$ cat src/include/fewc_pkg.sv
// constants and types of the flash command host
package fewc_pkg;
    // ------------------------------------------------------------
    // timing
    // ------------------------------------------------------------
    localparam int CLK_MHZ = 25;
    localparam int T_SETUP_NS = 40;
    localparam int T_PULSE_NS = 100;
    localparam int T_HOLD_NS = 40;
    localparam int SETUP_CYC = (T_SETUP_NS * CLK_MHZ + 999) / 1000;
    localparam int PULSE_CYC = (T_PULSE_NS * CLK_MHZ + 999) / 1000;
    localparam int HOLD_CYC = (T_HOLD_NS * CLK_MHZ + 999) / 1000;
    localparam int SYNC_STAGES = 2;
    localparam int RD_PULSE_CYC = PULSE_CYC + SYNC_STAGES;
    localparam int CNT_W = 3;
    localparam int ADDR_W = 20;
    localparam int DATA_W = 8;
    // ------------------------------------------------------------
    // command bytes
    // ------------------------------------------------------------
    localparam logic [7:0] CMD_READ_ARRAY = 8'hff;
    localparam logic [7:0] CMD_READ_STATUS = 8'h70;
    localparam logic [7:0] CMD_CLEAR_STATUS = 8'h50;
    localparam logic [7:0] CMD_BLOCK_ERASE = 8'h20;
    localparam logic [7:0] CMD_CHIP_ERASE = 8'h30;
    localparam logic [7:0] CMD_BYTE_WRITE = 8'h40;
    localparam logic [7:0] CMD_SUSPEND = 8'hb0;
    localparam logic [7:0] CMD_CONFIRM = 8'hd0;
    // ------------------------------------------------------------
    // device status bits
    // ------------------------------------------------------------
    localparam int BIT_READY = 7;
    localparam int BIT_ERASE_SUSP = 6;
    localparam int BIT_WRITE_SUSP = 2;
    // ------------------------------------------------------------
    // host registers
    // ------------------------------------------------------------
    localparam int REG_AW = 8;
    localparam logic [7:0] REG_CTRL = 8'h00;
    localparam logic [7:0] REG_ADDR = 8'h04;
    localparam logic [7:0] REG_WDATA = 8'h08;
    localparam logic [7:0] REG_STATUS = 8'h0c;
    localparam logic [7:0] REG_RDATA = 8'h10;
    localparam logic [7:0] REG_PINS = 8'h14;
    localparam int STS_BUSY = 8;
    localparam int STS_SUSP = 9;
    localparam int STS_REFUSED = 10;
    localparam int STS_DONE = 11;
    localparam int PIN_RP = 0;
    localparam int PIN_WP = 1;
    localparam logic RP_RESET = 1'b1;
    localparam logic WP_RESET = 1'b0;

    typedef enum logic [3:0] {
        OP_READ_ARRAY = 4'h0,
        OP_READ_STATUS = 4'h1,
        OP_CLEAR = 4'h2,
        OP_BLOCK_ERASE = 4'h3,
        OP_CHIP_ERASE = 4'h4,
        OP_BYTE_WRITE = 4'h5,
        OP_SUSPEND = 4'h6,
        OP_RESUME = 4'h7
    } fewc_op_e;

    typedef struct packed {
        logic ce_n;
        logic oe_n;
        logic we_n;
        logic [ADDR_W-1:0] addr;
        logic [DATA_W-1:0] dq_out;
        logic dq_oe;
    } fewc_pins_s;

    localparam fewc_pins_s PINS_IDLE = '{ce_n: 1'b1, oe_n: 1'b1, we_n: 1'b1,
        addr: 20'h00000, dq_out: 8'h00, dq_oe: 1'b0};
endpackage : fewc_pkg

$ cat src/fewc_bus_cycle.sv
// one strobed write or read cycle on the flash pins
`timescale 1ns/10ps
`default_nettype none
module fewc_bus_cycle
    import fewc_pkg::*;
(
    input wire logic core_clk, // clock
    input wire logic rst, // async reset
    input wire logic start, // begin a cycle
    input wire logic is_read, // read when high
    input wire logic [fewc_pkg::ADDR_W-1:0] cyc_addr, // address
    input wire logic [fewc_pkg::DATA_W-1:0] cyc_data, // write byte
    input wire logic [fewc_pkg::DATA_W-1:0] dq_sync, // synced data pins
    output fewc_pkg::fewc_pins_s pins, // pin drive
    output logic done, // cycle over pulse
    output logic [fewc_pkg::DATA_W-1:0] rd_byte // byte read
);
    import fewc_pkg::*;

    // refuse timing counts that the counter cannot serve
    if (RD_PULSE_CYC > 8 || SETUP_CYC < 1 || HOLD_CYC < 1) begin : g_timing_chk
        $error("bus timing does not fit counter");
    end

    typedef enum logic [1:0] {
        BS_IDLE = 2'b00,
        BS_SETUP = 2'b01,
        BS_PULSE = 2'b10,
        BS_HOLD = 2'b11
    } fewc_bus_e;

    fewc_bus_e state_reg, state_next;
    fewc_pins_s pins_reg, pins_next;
    logic [CNT_W-1:0] cnt_reg, cnt_next;
    logic rd_reg, rd_next;
    logic done_reg, done_next;
    logic [DATA_W-1:0] byte_reg, byte_next;

    always_comb begin
        state_next = state_reg;
        pins_next = pins_reg;
        cnt_next = cnt_reg;
        rd_next = rd_reg;
        done_next = 1'b0;
        byte_next = byte_reg;
        case (state_reg)
            BS_IDLE: begin
                if (start) begin
                    pins_next = '{ce_n: 1'b0, oe_n: 1'b1, we_n: 1'b1,
                        addr: cyc_addr, dq_out: cyc_data, dq_oe: !is_read};
                    rd_next = is_read;
                    cnt_next = CNT_W'(SETUP_CYC - 1);
                    state_next = BS_SETUP;
                end
            end
            BS_SETUP: begin
                if (cnt_reg == '0) begin
                    pins_next.oe_n = !rd_reg;
                    pins_next.we_n = rd_reg;
                    cnt_next = rd_reg ? CNT_W'(RD_PULSE_CYC - 1) : CNT_W'(PULSE_CYC - 1);
                    state_next = BS_PULSE;
                end else begin
                    cnt_next = cnt_reg - 1'b1;
                end
            end
            BS_PULSE: begin
                if (cnt_reg == '0) begin
                    // write byte latches on this rising strobe
                    if (rd_reg) begin
                        byte_next = dq_sync;
                    end
                    pins_next.oe_n = 1'b1;
                    pins_next.we_n = 1'b1; // RL12
                    cnt_next = CNT_W'(HOLD_CYC - 1);
                    state_next = BS_HOLD;
                end else begin
                    cnt_next = cnt_reg - 1'b1;
                end
            end
            BS_HOLD: begin
                if (cnt_reg == '0) begin
                    pins_next = PINS_IDLE;
                    done_next = 1'b1;
                    state_next = BS_IDLE;
                end else begin
                    cnt_next = cnt_reg - 1'b1;
                end
            end
            default: begin
                pins_next = PINS_IDLE;
                state_next = BS_IDLE;
            end
        endcase
    end

    always_ff @(posedge core_clk or posedge rst) begin
        if (rst) begin
            state_reg <= BS_IDLE;
            pins_reg <= PINS_IDLE;
            cnt_reg <= '0;
            rd_reg <= 1'b0;
            done_reg <= 1'b0;
            byte_reg <= '0;
        end else begin
            state_reg <= state_next;
            pins_reg <= pins_next;
            cnt_reg <= cnt_next;
            rd_reg <= rd_next;
            done_reg <= done_next;
            byte_reg <= byte_next;
        end
    end

    assign pins = pins_reg;
    assign done = done_reg;
    assign rd_byte = byte_reg;

    we_pulse_width_a: assert property (@(posedge core_clk) disable iff (rst) // RL12
        $fell(pins_reg.we_n) |-> (!pins_reg.we_n && pins_reg.dq_oe) [*3] ##1 pins_reg.we_n)
        else $error("write strobe width wrong");
    strobes_exclusive_a: assert property (@(posedge core_clk) disable iff (rst) // RL12
        !(!pins_reg.we_n && !pins_reg.oe_n))
        else $error("read and write strobes both low");
endmodule : fewc_bus_cycle
`default_nettype wire

$ cat src/fewc_host.sv
// host controller that drives the flash command interface
// Contract
// RL1: device keeps error flags until clear
// RL2: clear is 50h, refused while suspended
// RL3: block erase is setup then confirm
// RL4: after operations reads return status
// RL5: bad confirm sets write and erase errors
// RL6: low supply erase sets voltage and erase
// RL7: boot blocks need protect pin high
// RL8: chip erase is 30h then d0h
// RL9: chip erase stops on error, unsuspendable
// RL10: chip erase error flags as block erase
// RL11: all locked chip erase flags lock
// RL12: byte write setup 40h then address data
// RL13: verify fails only on stuck ones
// RL14: byte write supply and lock errors
// RL15: erase suspend halts, sets ready and flag
// RL16: after suspend write 70h, check flag
// RL17: limited commands while erase suspended
// RL18: write during suspend shows ready low
// RL19: resume waits for suspend-time writes
// RL20: write suspend halts or reads array
// RL21: limited commands while write suspended
// RL22: hold reset and protect pins while suspended
// RL23: device reads array after reset
// RL24: suspend, resume single writes, resume d0h
// RL25: status latched on strobe fall
// RL26: busy device ignores other commands
// RL27: ready low until end or suspend
`timescale 1ns/10ps
`default_nettype none
module fewc_host
    import fewc_pkg::*;
(
    input wire logic core_clk, // clock
    input wire logic rst, // async reset
    input wire logic [fewc_pkg::REG_AW-1:0] reg_addr, // register address
    input wire logic [31:0] reg_wdata, // write data
    input wire logic reg_wr, // write strobe
    input wire logic reg_rd, // read strobe
    output logic [31:0] reg_rdata, // read data
    output fewc_pkg::fewc_pins_s flash_pins, // flash strobes, address, data
    input wire logic [fewc_pkg::DATA_W-1:0] flash_dq_in, // flash data pins
    output logic reset_powerdown_n, // flash reset pin
    output logic boot_protect // flash boot protect pin
);
    import fewc_pkg::*;

    // ------------------------------------------------------------
    // sequencer
    // ------------------------------------------------------------
    typedef enum logic [2:0] {
        ST_IDLE = 3'b000,
        ST_C1 = 3'b001,
        ST_W1 = 3'b010,
        ST_C2 = 3'b011,
        ST_W2 = 3'b100,
        ST_RD = 3'b101,
        ST_WR = 3'b110
    } fewc_st_e;

    fewc_st_e state_reg, state_next;
    fewc_op_e op_reg, op_next;
    logic [ADDR_W-1:0] addr_reg, addr_next;
    logic [DATA_W-1:0] wdata_reg, wdata_next;
    logic [DATA_W-1:0] status_reg, status_next;
    logic [DATA_W-1:0] rbyte_reg, rbyte_next;
    logic susp_reg, susp_next;
    logic refused_reg, refused_next;
    logic done_reg, done_next;
    logic rp_reg, rp_next;
    logic wp_reg, wp_next;
    logic [31:0] rdata_reg, rdata_next;
    logic start_reg, start_next;
    logic cyc_read_reg, cyc_read_next;
    logic [DATA_W-1:0] cyc_data_reg, cyc_data_next;
    logic [DATA_W-1:0] dq_sync;
    logic [DATA_W-1:0] bus_byte;
    logic bus_done;
    logic go;
    fewc_op_e go_op;

    assign go = reg_wr && (reg_addr == REG_CTRL);
    assign go_op = fewc_op_e'(reg_wdata[3:0]);

    function automatic logic [DATA_W-1:0] first_cmd(input fewc_op_e op);
        case (op)
            OP_READ_ARRAY: first_cmd = CMD_READ_ARRAY;
            OP_READ_STATUS: first_cmd = CMD_READ_STATUS;
            OP_CLEAR: first_cmd = CMD_CLEAR_STATUS;
            OP_BLOCK_ERASE: first_cmd = CMD_BLOCK_ERASE;
            OP_CHIP_ERASE: first_cmd = CMD_CHIP_ERASE;
            OP_BYTE_WRITE: first_cmd = CMD_BYTE_WRITE;
            OP_SUSPEND: first_cmd = CMD_SUSPEND;
            default: first_cmd = CMD_CONFIRM;
        endcase
    endfunction : first_cmd

    function automatic logic has_second(input fewc_op_e op);
        has_second = (op == OP_BLOCK_ERASE) || (op == OP_CHIP_ERASE) ||
            (op == OP_BYTE_WRITE) || (op == OP_SUSPEND);
    endfunction : has_second

    always_comb begin
        state_next = state_reg;
        op_next = op_reg;
        addr_next = addr_reg;
        wdata_next = wdata_reg;
        status_next = status_reg;
        rbyte_next = rbyte_reg;
        susp_next = susp_reg;
        refused_next = refused_reg;
        done_next = done_reg;
        rp_next = rp_reg;
        wp_next = wp_reg;
        start_next = 1'b0;
        cyc_read_next = cyc_read_reg;
        cyc_data_next = cyc_data_reg;
        if (reg_wr && reg_addr == REG_ADDR) begin
            addr_next = reg_wdata[ADDR_W-1:0];
        end
        if (reg_wr && reg_addr == REG_WDATA) begin
            wdata_next = reg_wdata[DATA_W-1:0];
        end
        // pin levels frozen while an operation is suspended
        if (reg_wr && reg_addr == REG_PINS && !susp_reg) begin
            rp_next = reg_wdata[PIN_RP]; // RL22
            wp_next = reg_wdata[PIN_WP]; // RL22
        end
        case (state_reg)
            ST_IDLE: begin
                if (go) begin
                    if (go_op == OP_CLEAR && susp_reg) begin
                        refused_next = 1'b1; // RL2
                    end else begin
                        op_next = go_op;
                        refused_next = 1'b0;
                        done_next = 1'b0;
                        state_next = ST_C1;
                    end
                end
            end
            ST_C1: begin
                start_next = 1'b1;
                cyc_read_next = 1'b0;
                cyc_data_next = first_cmd(op_reg); // RL2 RL8 RL12 RL24
                state_next = ST_W1;
            end
            ST_W1: begin
                if (bus_done) begin
                    if (has_second(op_reg)) begin
                        state_next = ST_C2; // RL3
                    end else if (op_reg == OP_CLEAR) begin
                        done_next = 1'b1;
                        state_next = ST_IDLE;
                    end else begin
                        state_next = ST_RD; // RL24
                    end
                end
            end
            ST_C2: begin
                start_next = 1'b1;
                cyc_read_next = 1'b0;
                if (op_reg == OP_BYTE_WRITE) begin
                    cyc_data_next = wdata_reg; // RL12
                end else if (op_reg == OP_SUSPEND) begin
                    cyc_data_next = CMD_READ_STATUS; // RL16
                end else begin
                    cyc_data_next = CMD_CONFIRM; // RL3 RL8
                end
                state_next = ST_W2;
            end
            ST_W2: begin
                if (bus_done) begin
                    state_next = ST_RD;
                end
            end
            ST_RD: begin
                start_next = 1'b1;
                cyc_read_next = 1'b1;
                state_next = ST_WR;
            end
            ST_WR: begin
                if (bus_done) begin
                    if (op_reg == OP_READ_ARRAY) begin
                        rbyte_next = bus_byte;
                        done_next = 1'b1;
                        state_next = ST_IDLE;
                    end else begin
                        status_next = bus_byte;
                        susp_next = bus_byte[BIT_ERASE_SUSP] | bus_byte[BIT_WRITE_SUSP]; // RL16
                        if (op_reg == OP_READ_STATUS || bus_byte[BIT_READY]) begin
                            done_next = 1'b1;
                            state_next = ST_IDLE;
                        end else begin
                            state_next = ST_RD;
                        end
                    end
                end
            end
            default: begin
                state_next = ST_IDLE;
            end
        endcase
        // a command written while busy is dropped and flagged
        if (go && state_reg != ST_IDLE) begin
            refused_next = 1'b1;
        end
    end

    // ------------------------------------------------------------
    // register read port
    // ------------------------------------------------------------
    always_comb begin
        rdata_next = 32'h00000000;
        if (reg_rd) begin
            case (reg_addr)
                REG_CTRL: rdata_next[3:0] = op_reg;
                REG_ADDR: rdata_next[ADDR_W-1:0] = addr_reg;
                REG_WDATA: rdata_next[DATA_W-1:0] = wdata_reg;
                REG_STATUS: begin
                    rdata_next[DATA_W-1:0] = status_reg;
                    rdata_next[STS_BUSY] = (state_reg != ST_IDLE);
                    rdata_next[STS_SUSP] = susp_reg;
                    rdata_next[STS_REFUSED] = refused_reg;
                    rdata_next[STS_DONE] = done_reg;
                end
                REG_RDATA: rdata_next[DATA_W-1:0] = rbyte_reg;
                REG_PINS: begin
                    rdata_next[PIN_RP] = rp_reg;
                    rdata_next[PIN_WP] = wp_reg;
                end
                default: rdata_next = 32'h00000000;
            endcase
        end
    end

    always_ff @(posedge core_clk or posedge rst) begin
        if (rst) begin
            state_reg <= ST_IDLE;
            op_reg <= OP_READ_ARRAY;
            addr_reg <= '0;
            wdata_reg <= '0;
            status_reg <= '0;
            rbyte_reg <= '0;
            susp_reg <= 1'b0;
            refused_reg <= 1'b0;
            done_reg <= 1'b0;
            rp_reg <= RP_RESET;
            wp_reg <= WP_RESET;
            rdata_reg <= 32'h00000000;
            start_reg <= 1'b0;
            cyc_read_reg <= 1'b0;
            cyc_data_reg <= '0;
        end else begin
            state_reg <= state_next;
            op_reg <= op_next;
            addr_reg <= addr_next;
            wdata_reg <= wdata_next;
            status_reg <= status_next;
            rbyte_reg <= rbyte_next;
            susp_reg <= susp_next;
            refused_reg <= refused_next;
            done_reg <= done_next;
            rp_reg <= rp_next;
            wp_reg <= wp_next;
            rdata_reg <= rdata_next;
            start_reg <= start_next;
            cyc_read_reg <= cyc_read_next;
            cyc_data_reg <= cyc_data_next;
        end
    end

    assign reg_rdata = rdata_reg;
    assign reset_powerdown_n = rp_reg;
    assign boot_protect = wp_reg;

    // ------------------------------------------------------------
    // pins
    // ------------------------------------------------------------
    fewc_sync #(.WIDTH(DATA_W)) u_dq_sync (
        .core_clk(core_clk),
        .rst(rst),
        .d(flash_dq_in),
        .q(dq_sync)
    );

    fewc_bus_cycle u_bus (
        .core_clk(core_clk),
        .rst(rst),
        .start(start_reg),
        .is_read(cyc_read_reg),
        .cyc_addr(addr_reg),
        .cyc_data(cyc_data_reg),
        .dq_sync(dq_sync),
        .pins(flash_pins),
        .done(bus_done),
        .rd_byte(bus_byte)
    );

    // ------------------------------------------------------------
    // checks
    // ------------------------------------------------------------
    clear_refused_a: assert property (@(posedge core_clk) disable iff (rst) // RL2
        (state_reg == ST_IDLE && go && go_op == OP_CLEAR && susp_reg)
        |=> state_reg == ST_IDLE && refused_reg)
        else $error("clear issued while suspended");
    erase_confirm_a: assert property (@(posedge core_clk) disable iff (rst) // RL3
        (start_reg && state_reg == ST_W2 && op_reg == OP_BLOCK_ERASE)
        |-> cyc_data_reg == CMD_CONFIRM ##[1:8] !flash_pins.ce_n && flash_pins.addr == addr_reg)
        else $error("block erase confirm wrong");
    chip_setup_a: assert property (@(posedge core_clk) disable iff (rst) // RL8
        (start_reg && state_reg == ST_W1 && op_reg == OP_CHIP_ERASE)
        |-> cyc_data_reg == CMD_CHIP_ERASE)
        else $error("chip erase setup wrong");
    write_data_a: assert property (@(posedge core_clk) disable iff (rst) // RL12
        (start_reg && state_reg == ST_W2 && op_reg == OP_BYTE_WRITE)
        |-> cyc_data_reg == wdata_reg && !cyc_read_reg)
        else $error("byte write data wrong");
    write_setup_a: assert property (@(posedge core_clk) disable iff (rst) // RL12
        (start_reg && state_reg == ST_W1 && op_reg == OP_BYTE_WRITE)
        |-> cyc_data_reg == CMD_BYTE_WRITE)
        else $error("byte write setup wrong");
    suspend_status_a: assert property (@(posedge core_clk) disable iff (rst) // RL16
        (start_reg && state_reg == ST_W2 && op_reg == OP_SUSPEND)
        |-> cyc_data_reg == CMD_READ_STATUS)
        else $error("status command missing after suspend");
    pins_frozen_a: assert property (@(posedge core_clk) disable iff (rst) // RL22
        susp_reg |=> $stable(reset_powerdown_n) && $stable(boot_protect))
        else $error("pin changed while suspended");
    resume_single_a: assert property (@(posedge core_clk) disable iff (rst) // RL24
        (state_reg == ST_W1 && bus_done && op_reg == OP_RESUME)
        |=> state_reg == ST_RD ##1 state_reg == ST_WR && cyc_read_reg)
        else $error("resume not a single write");
endmodule : fewc_host
`default_nettype wire

$ cat src/fewc_sync.sv
// two flip-flop synchroniser for pin inputs
`timescale 1ns/10ps
`default_nettype none
module fewc_sync #(
    parameter int WIDTH = 8
) (
    input wire logic core_clk, // clock
    input wire logic rst, // async reset
    input wire logic [WIDTH-1:0] d, // pin level
    output logic [WIDTH-1:0] q // synced level
);
    logic [WIDTH-1:0] meta_reg;
    logic [WIDTH-1:0] q_reg;

    always_ff @(posedge core_clk or posedge rst) begin
        if (rst) begin
            meta_reg <= '0;
            q_reg <= '0;
        end else begin
            meta_reg <= d;
            q_reg <= meta_reg;
        end
    end

    assign q = q_reg;
endmodule : fewc_sync
`default_nettype wire
$ cat config.mk
export PLATFORM = sky130hd
export DESIGN_NAME = fewc_host
export DESIGN_NICKNAME = d
export VERILOG_FILES = /design/src/include/fewc_pkg.sv /design/src/fewc_bus_cycle.sv /design/src/fewc_host.sv /design/src/fewc_sync.sv
export SDC_FILE = /design/constraint.sdc
export NUM_CORES = 1
export LEC_CHECK = 0
export ABC_CLOCK_PERIOD_IN_PS = 5300
export BUFFER_PORTS_ARGS = -buffer_cell sky130_fd_sc_hd__buf_2
export CAP_MARGIN = 0
export CORE_ASPECT_RATIO = 1.75
export CORE_MARGIN = 2
export CORE_UTILIZATION = 55
export CTS_CLUSTER_SIZE = 30
export DETAILED_ROUTE_END_ITERATION = 12
export GPL_TIMING_DRIVEN = 0
export PLACE_DENSITY = 0.83
export SETUP_SLACK_MARGIN = 0.4
export SLEW_MARGIN = 20
export SYNTH_ARGS = -nofsm -noshare
export SYNTH_HDL_FRONTEND = slang
export SYNTH_SLANG_ARGS = --single-unit
export TNS_END_PERCENT = 5
$ cat constraint.sdc
create_clock -name core_clk -period 5.3 [get_ports core_clk]
set_input_delay 0.795 -clock core_clk [delete_from_list [all_inputs] [get_ports core_clk]]
set_output_delay 0.795 -clock core_clk [all_outputs]
set_load 0.1 [all_outputs]
==> impl_metrics.ini <==
[die]
die_x_um = 85.7
die-height_um = 147
row_count = 52
ios = 118
die_area_um2 = 12600
core_area_um2 = 11500
initial_core_util_pct = 55.8

[critical_path]
cp_top_family = compound AO/OA/AOI/OAI gates
rrSetupSlack_ns = 2.98
worst_setup_path_end_kind = flop
slowest_delay_ns = 0.51
critical_path_buf_inv_count = 2
endpoint = u_bus.pins[16]
reg2reg_depth = 7
slowest_stage = o21ai_0
cp_max_fo = 10
path_cells = ha_1 -> and3b_1 -> o21ai_0 -> buf_2 -> buf_2 -> nand2_1 -> o21ai_0
cp.depth = 7
rr_startpoint = u_bus.state_reg[0]
critPathRequiredTime_ns = 5.64
r2r-end = u_bus.pins[16]
arrival_ns = 2.66
startpoint = u_bus.state_reg[0]
start_kind = flop
path_class = flop to flop

[synth]
yosysUniqueCellTypes = 53
synth-async-reset-ratio_pct = 100
seq_area_frac_synth_pct = 58.1
mappedNetlistArea_um2 = 6430
netlist_instances = 555
synth_warnings = 0
synth_edf_count = 0
ys.flop_type = dfrtp_1
syn_area_per_cell_um2 = 11.6
ys_seq_elements = 149

[clock_tree]
postCtsResizedCells = 0
root_buffer = clkbuf_16
cts_buffers = 17
cts.sinks = 149
cts_tree = done
cts_hold_buf = 0
clock_latency_ns = 0.43
clk_pin_slew_ns = 0.07
clockBufferDepth = 2
post_cts_buffers = 0
htreeDepth = 4

[finish]
finish.instance_area_um2 = 7720
largest_register_ff_count = 32
area_delta_synth_final_pct = 20.1
fillers = 832
fin_cells = 826
final_nets = 737
drive_gt1_share_pct = 33.0
final_util_pct = 67.1
antennaDiodeCount = 0

[power]
peakVddDrop_v = 0.000241
leakagePower_nw = 3.88
powerDensity_nw_per_um2 = 481

[timing]
drv_slew = 0
setup_slack_ns = 2.98
rsz0062_at_grt = no
fin_crit_ns = 2.32
setup_viol = 0
relSlewSlack_pct = 52.0
max_freq_mhz = 431
tightest_slew_ns = 0.714
skew_ns = 0.0125
hold_viol = 0
fin_crit_sh_pct = 43.8

[routing]
drc_errors = 12
firstDrtPassIters = 9
drtAntennaViolNets = 0
vias = 4679
vias_per_cell = 5.66
drtIter0Drc = 231
wl_per_cell_um = 17.9
wirelength_mm = 14.8

[placement]
placed_area_um2 = 7140
dp_hpwl_mm = 10.7
gp_congestion = 0.967
dp_cells = 794
pre_cts_ws_ns = 2.96
portBuffers = 92

[grt]
antenna_found_initial = 0
grt_pass1_wl_mm = 24.1
grt_pass1_vias = 4899
grt_usage_pct = 25.0
grt_start_max_net_pins = 81
gr-total-overflow = 0

[run]
max-cap-violations = 0

[worst_hold_path]
hp-class = flop to flop

[run_status]
status = finished, violations left
violations = design-rule violations
## layout make-up
type | count | area (um^2) | share of cell area [%]
buffer | 40 | 223 | 2.88
sequential | 149 | 3730 | 48.3
tap | 135 | 169 | 2.19
clock inverter | 13 | 134 | 1.73
clock buffer | 19 | 453 | 5.86
inverter | 11 | 48.8 | 0.632
timing repair buffer | 93 | 488 | 6.32
multi-input combinational | 366 | 2470 | 32.0
## worst min path at each step
stage	startpoint	endpoint	slack, ns	depth (start not counted)
floorplan	u_dq_sync.meta_reg[0]	u_dq_sync.q[0]	0.33	0
global placement	u_dq_sync.meta_reg[0]	u_dq_sync.q[0]	0.33	0
detailed placement	u_dq_sync.meta_reg[7]	u_dq_sync.q[7]	0.34	0
CTS	u_dq_sync.meta_reg[1]	u_dq_sync.q[1]	0.35	0
global route	u_dq_sync.meta_reg[7]	u_dq_sync.q[7]	0.35	0
finish	u_dq_sync.meta_reg[1]	u_dq_sync.q[1]	0.35	0
## logic make-up (layout without fill, tap and decap cells)
kind of cell,Yosys count,after routing,synth area share [%]
AND/OR/NAND/NOR,175,175,13.9
multiplexers,71,71,12.8
other,1,12,0.0583
buffers and inverters,51,176,4.11
flip-flops,149,149,58.1
adder cells (fa/ha/maj),7,7,1.36
AO/OA/AOI/OAI,100,100,9.49
XOR/XNOR,1,1,0.136
## metal layers
metal	GRT usage (%)	part of all wire, %
met1	27.7	37
met2	43.8	54
met3	5.28	5.0
met4	14.0	4.2
met5	0	0
## cells in the mapped netlist (2+ instances only)
cell	instances	area [um^2]
a211oi_1	2	15.0
a21boi_0	2	15.0
a21o_1	2	15.0
a21oi_1	17	85.1
a22o_1	8	70.1
a22oi_1	6	45.0
a2bb2oi_1	2	17.5
a32o_1	2	20.0
and2_1	11	68.8
and3_1	4	25.0
and3b_1	2	17.5
and4_1	2	17.5
and4bb_2	2	25.0
buf_1	2	7.51
buf_2	10	50.1
buf_4	12	90.1
buf_6	2	22.5
clkbuf_1	14	52.6
dfrtp_1	145	3630
dfstp_2	4	105
ha_1	7	87.6
inv_1	11	41.3
mux2_2	66	743
mux2i_1	3	30.0
mux4_1	2	52.6
nand2_1	80	300
nand2b_1	5	31.3
nand3_1	8	40.0
nand3b_1	2	15.0
nand4_1	3	18.8
nand4b_1	2	17.5
nor2_1	23	86.3
nor2b_1	13	81.3
nor3_1	8	40.0
o211ai_1	2	15.0
o21a_1	3	22.5
o21ai_0	46	230
o31ai_1	4	30.0
or4b_1	2	20.0
## cell usage in the layout, fill, tap and decap left out, drive strengths merged, types with 3 or more instances in the layout
cell / n
dfrtp: 145
buf: 119
nand2: 80
mux2: 66
o21ai: 47
clkbuf: 33
nor2: 24
inv: 18
a21oi: 17
nor2b: 13
conb: 12
and2: 11
nor3: 8
nand3: 8
a22o: 8
ha: 7
a22oi: 6
nand2b: 5
and3: 4
o31ai: 4
dfstp: 4
o21a: 3
nand4: 3
mux2i: 3
nand3b: 3
clkinv: 3
## power by group
| part | total [mW] | internal, mW | switching (mW) |
|---|---|---|---|
| Sequential | 1.34 | 1.26 | 0.0801 |
| Clock | 1.18 | 0.684 | 0.493 |
| Combinational | 1.19 | 0.257 | 0.935 |
## per-stage QoR
stage / power, mW / setup TNS (ns) / hold slack [ns]
floorplan: 2.30 / 0 / 0.331
global placement: 2.51 / -112.96 / 0.333
detailed placement: 2.55 / 0 / 0.336
CTS: 3.73 / 0 / 0.350
global route: 3.87 / 0 / 0.350
finish: 3.71 / 0 / 0.347
(Power assumes the default switching activity.)
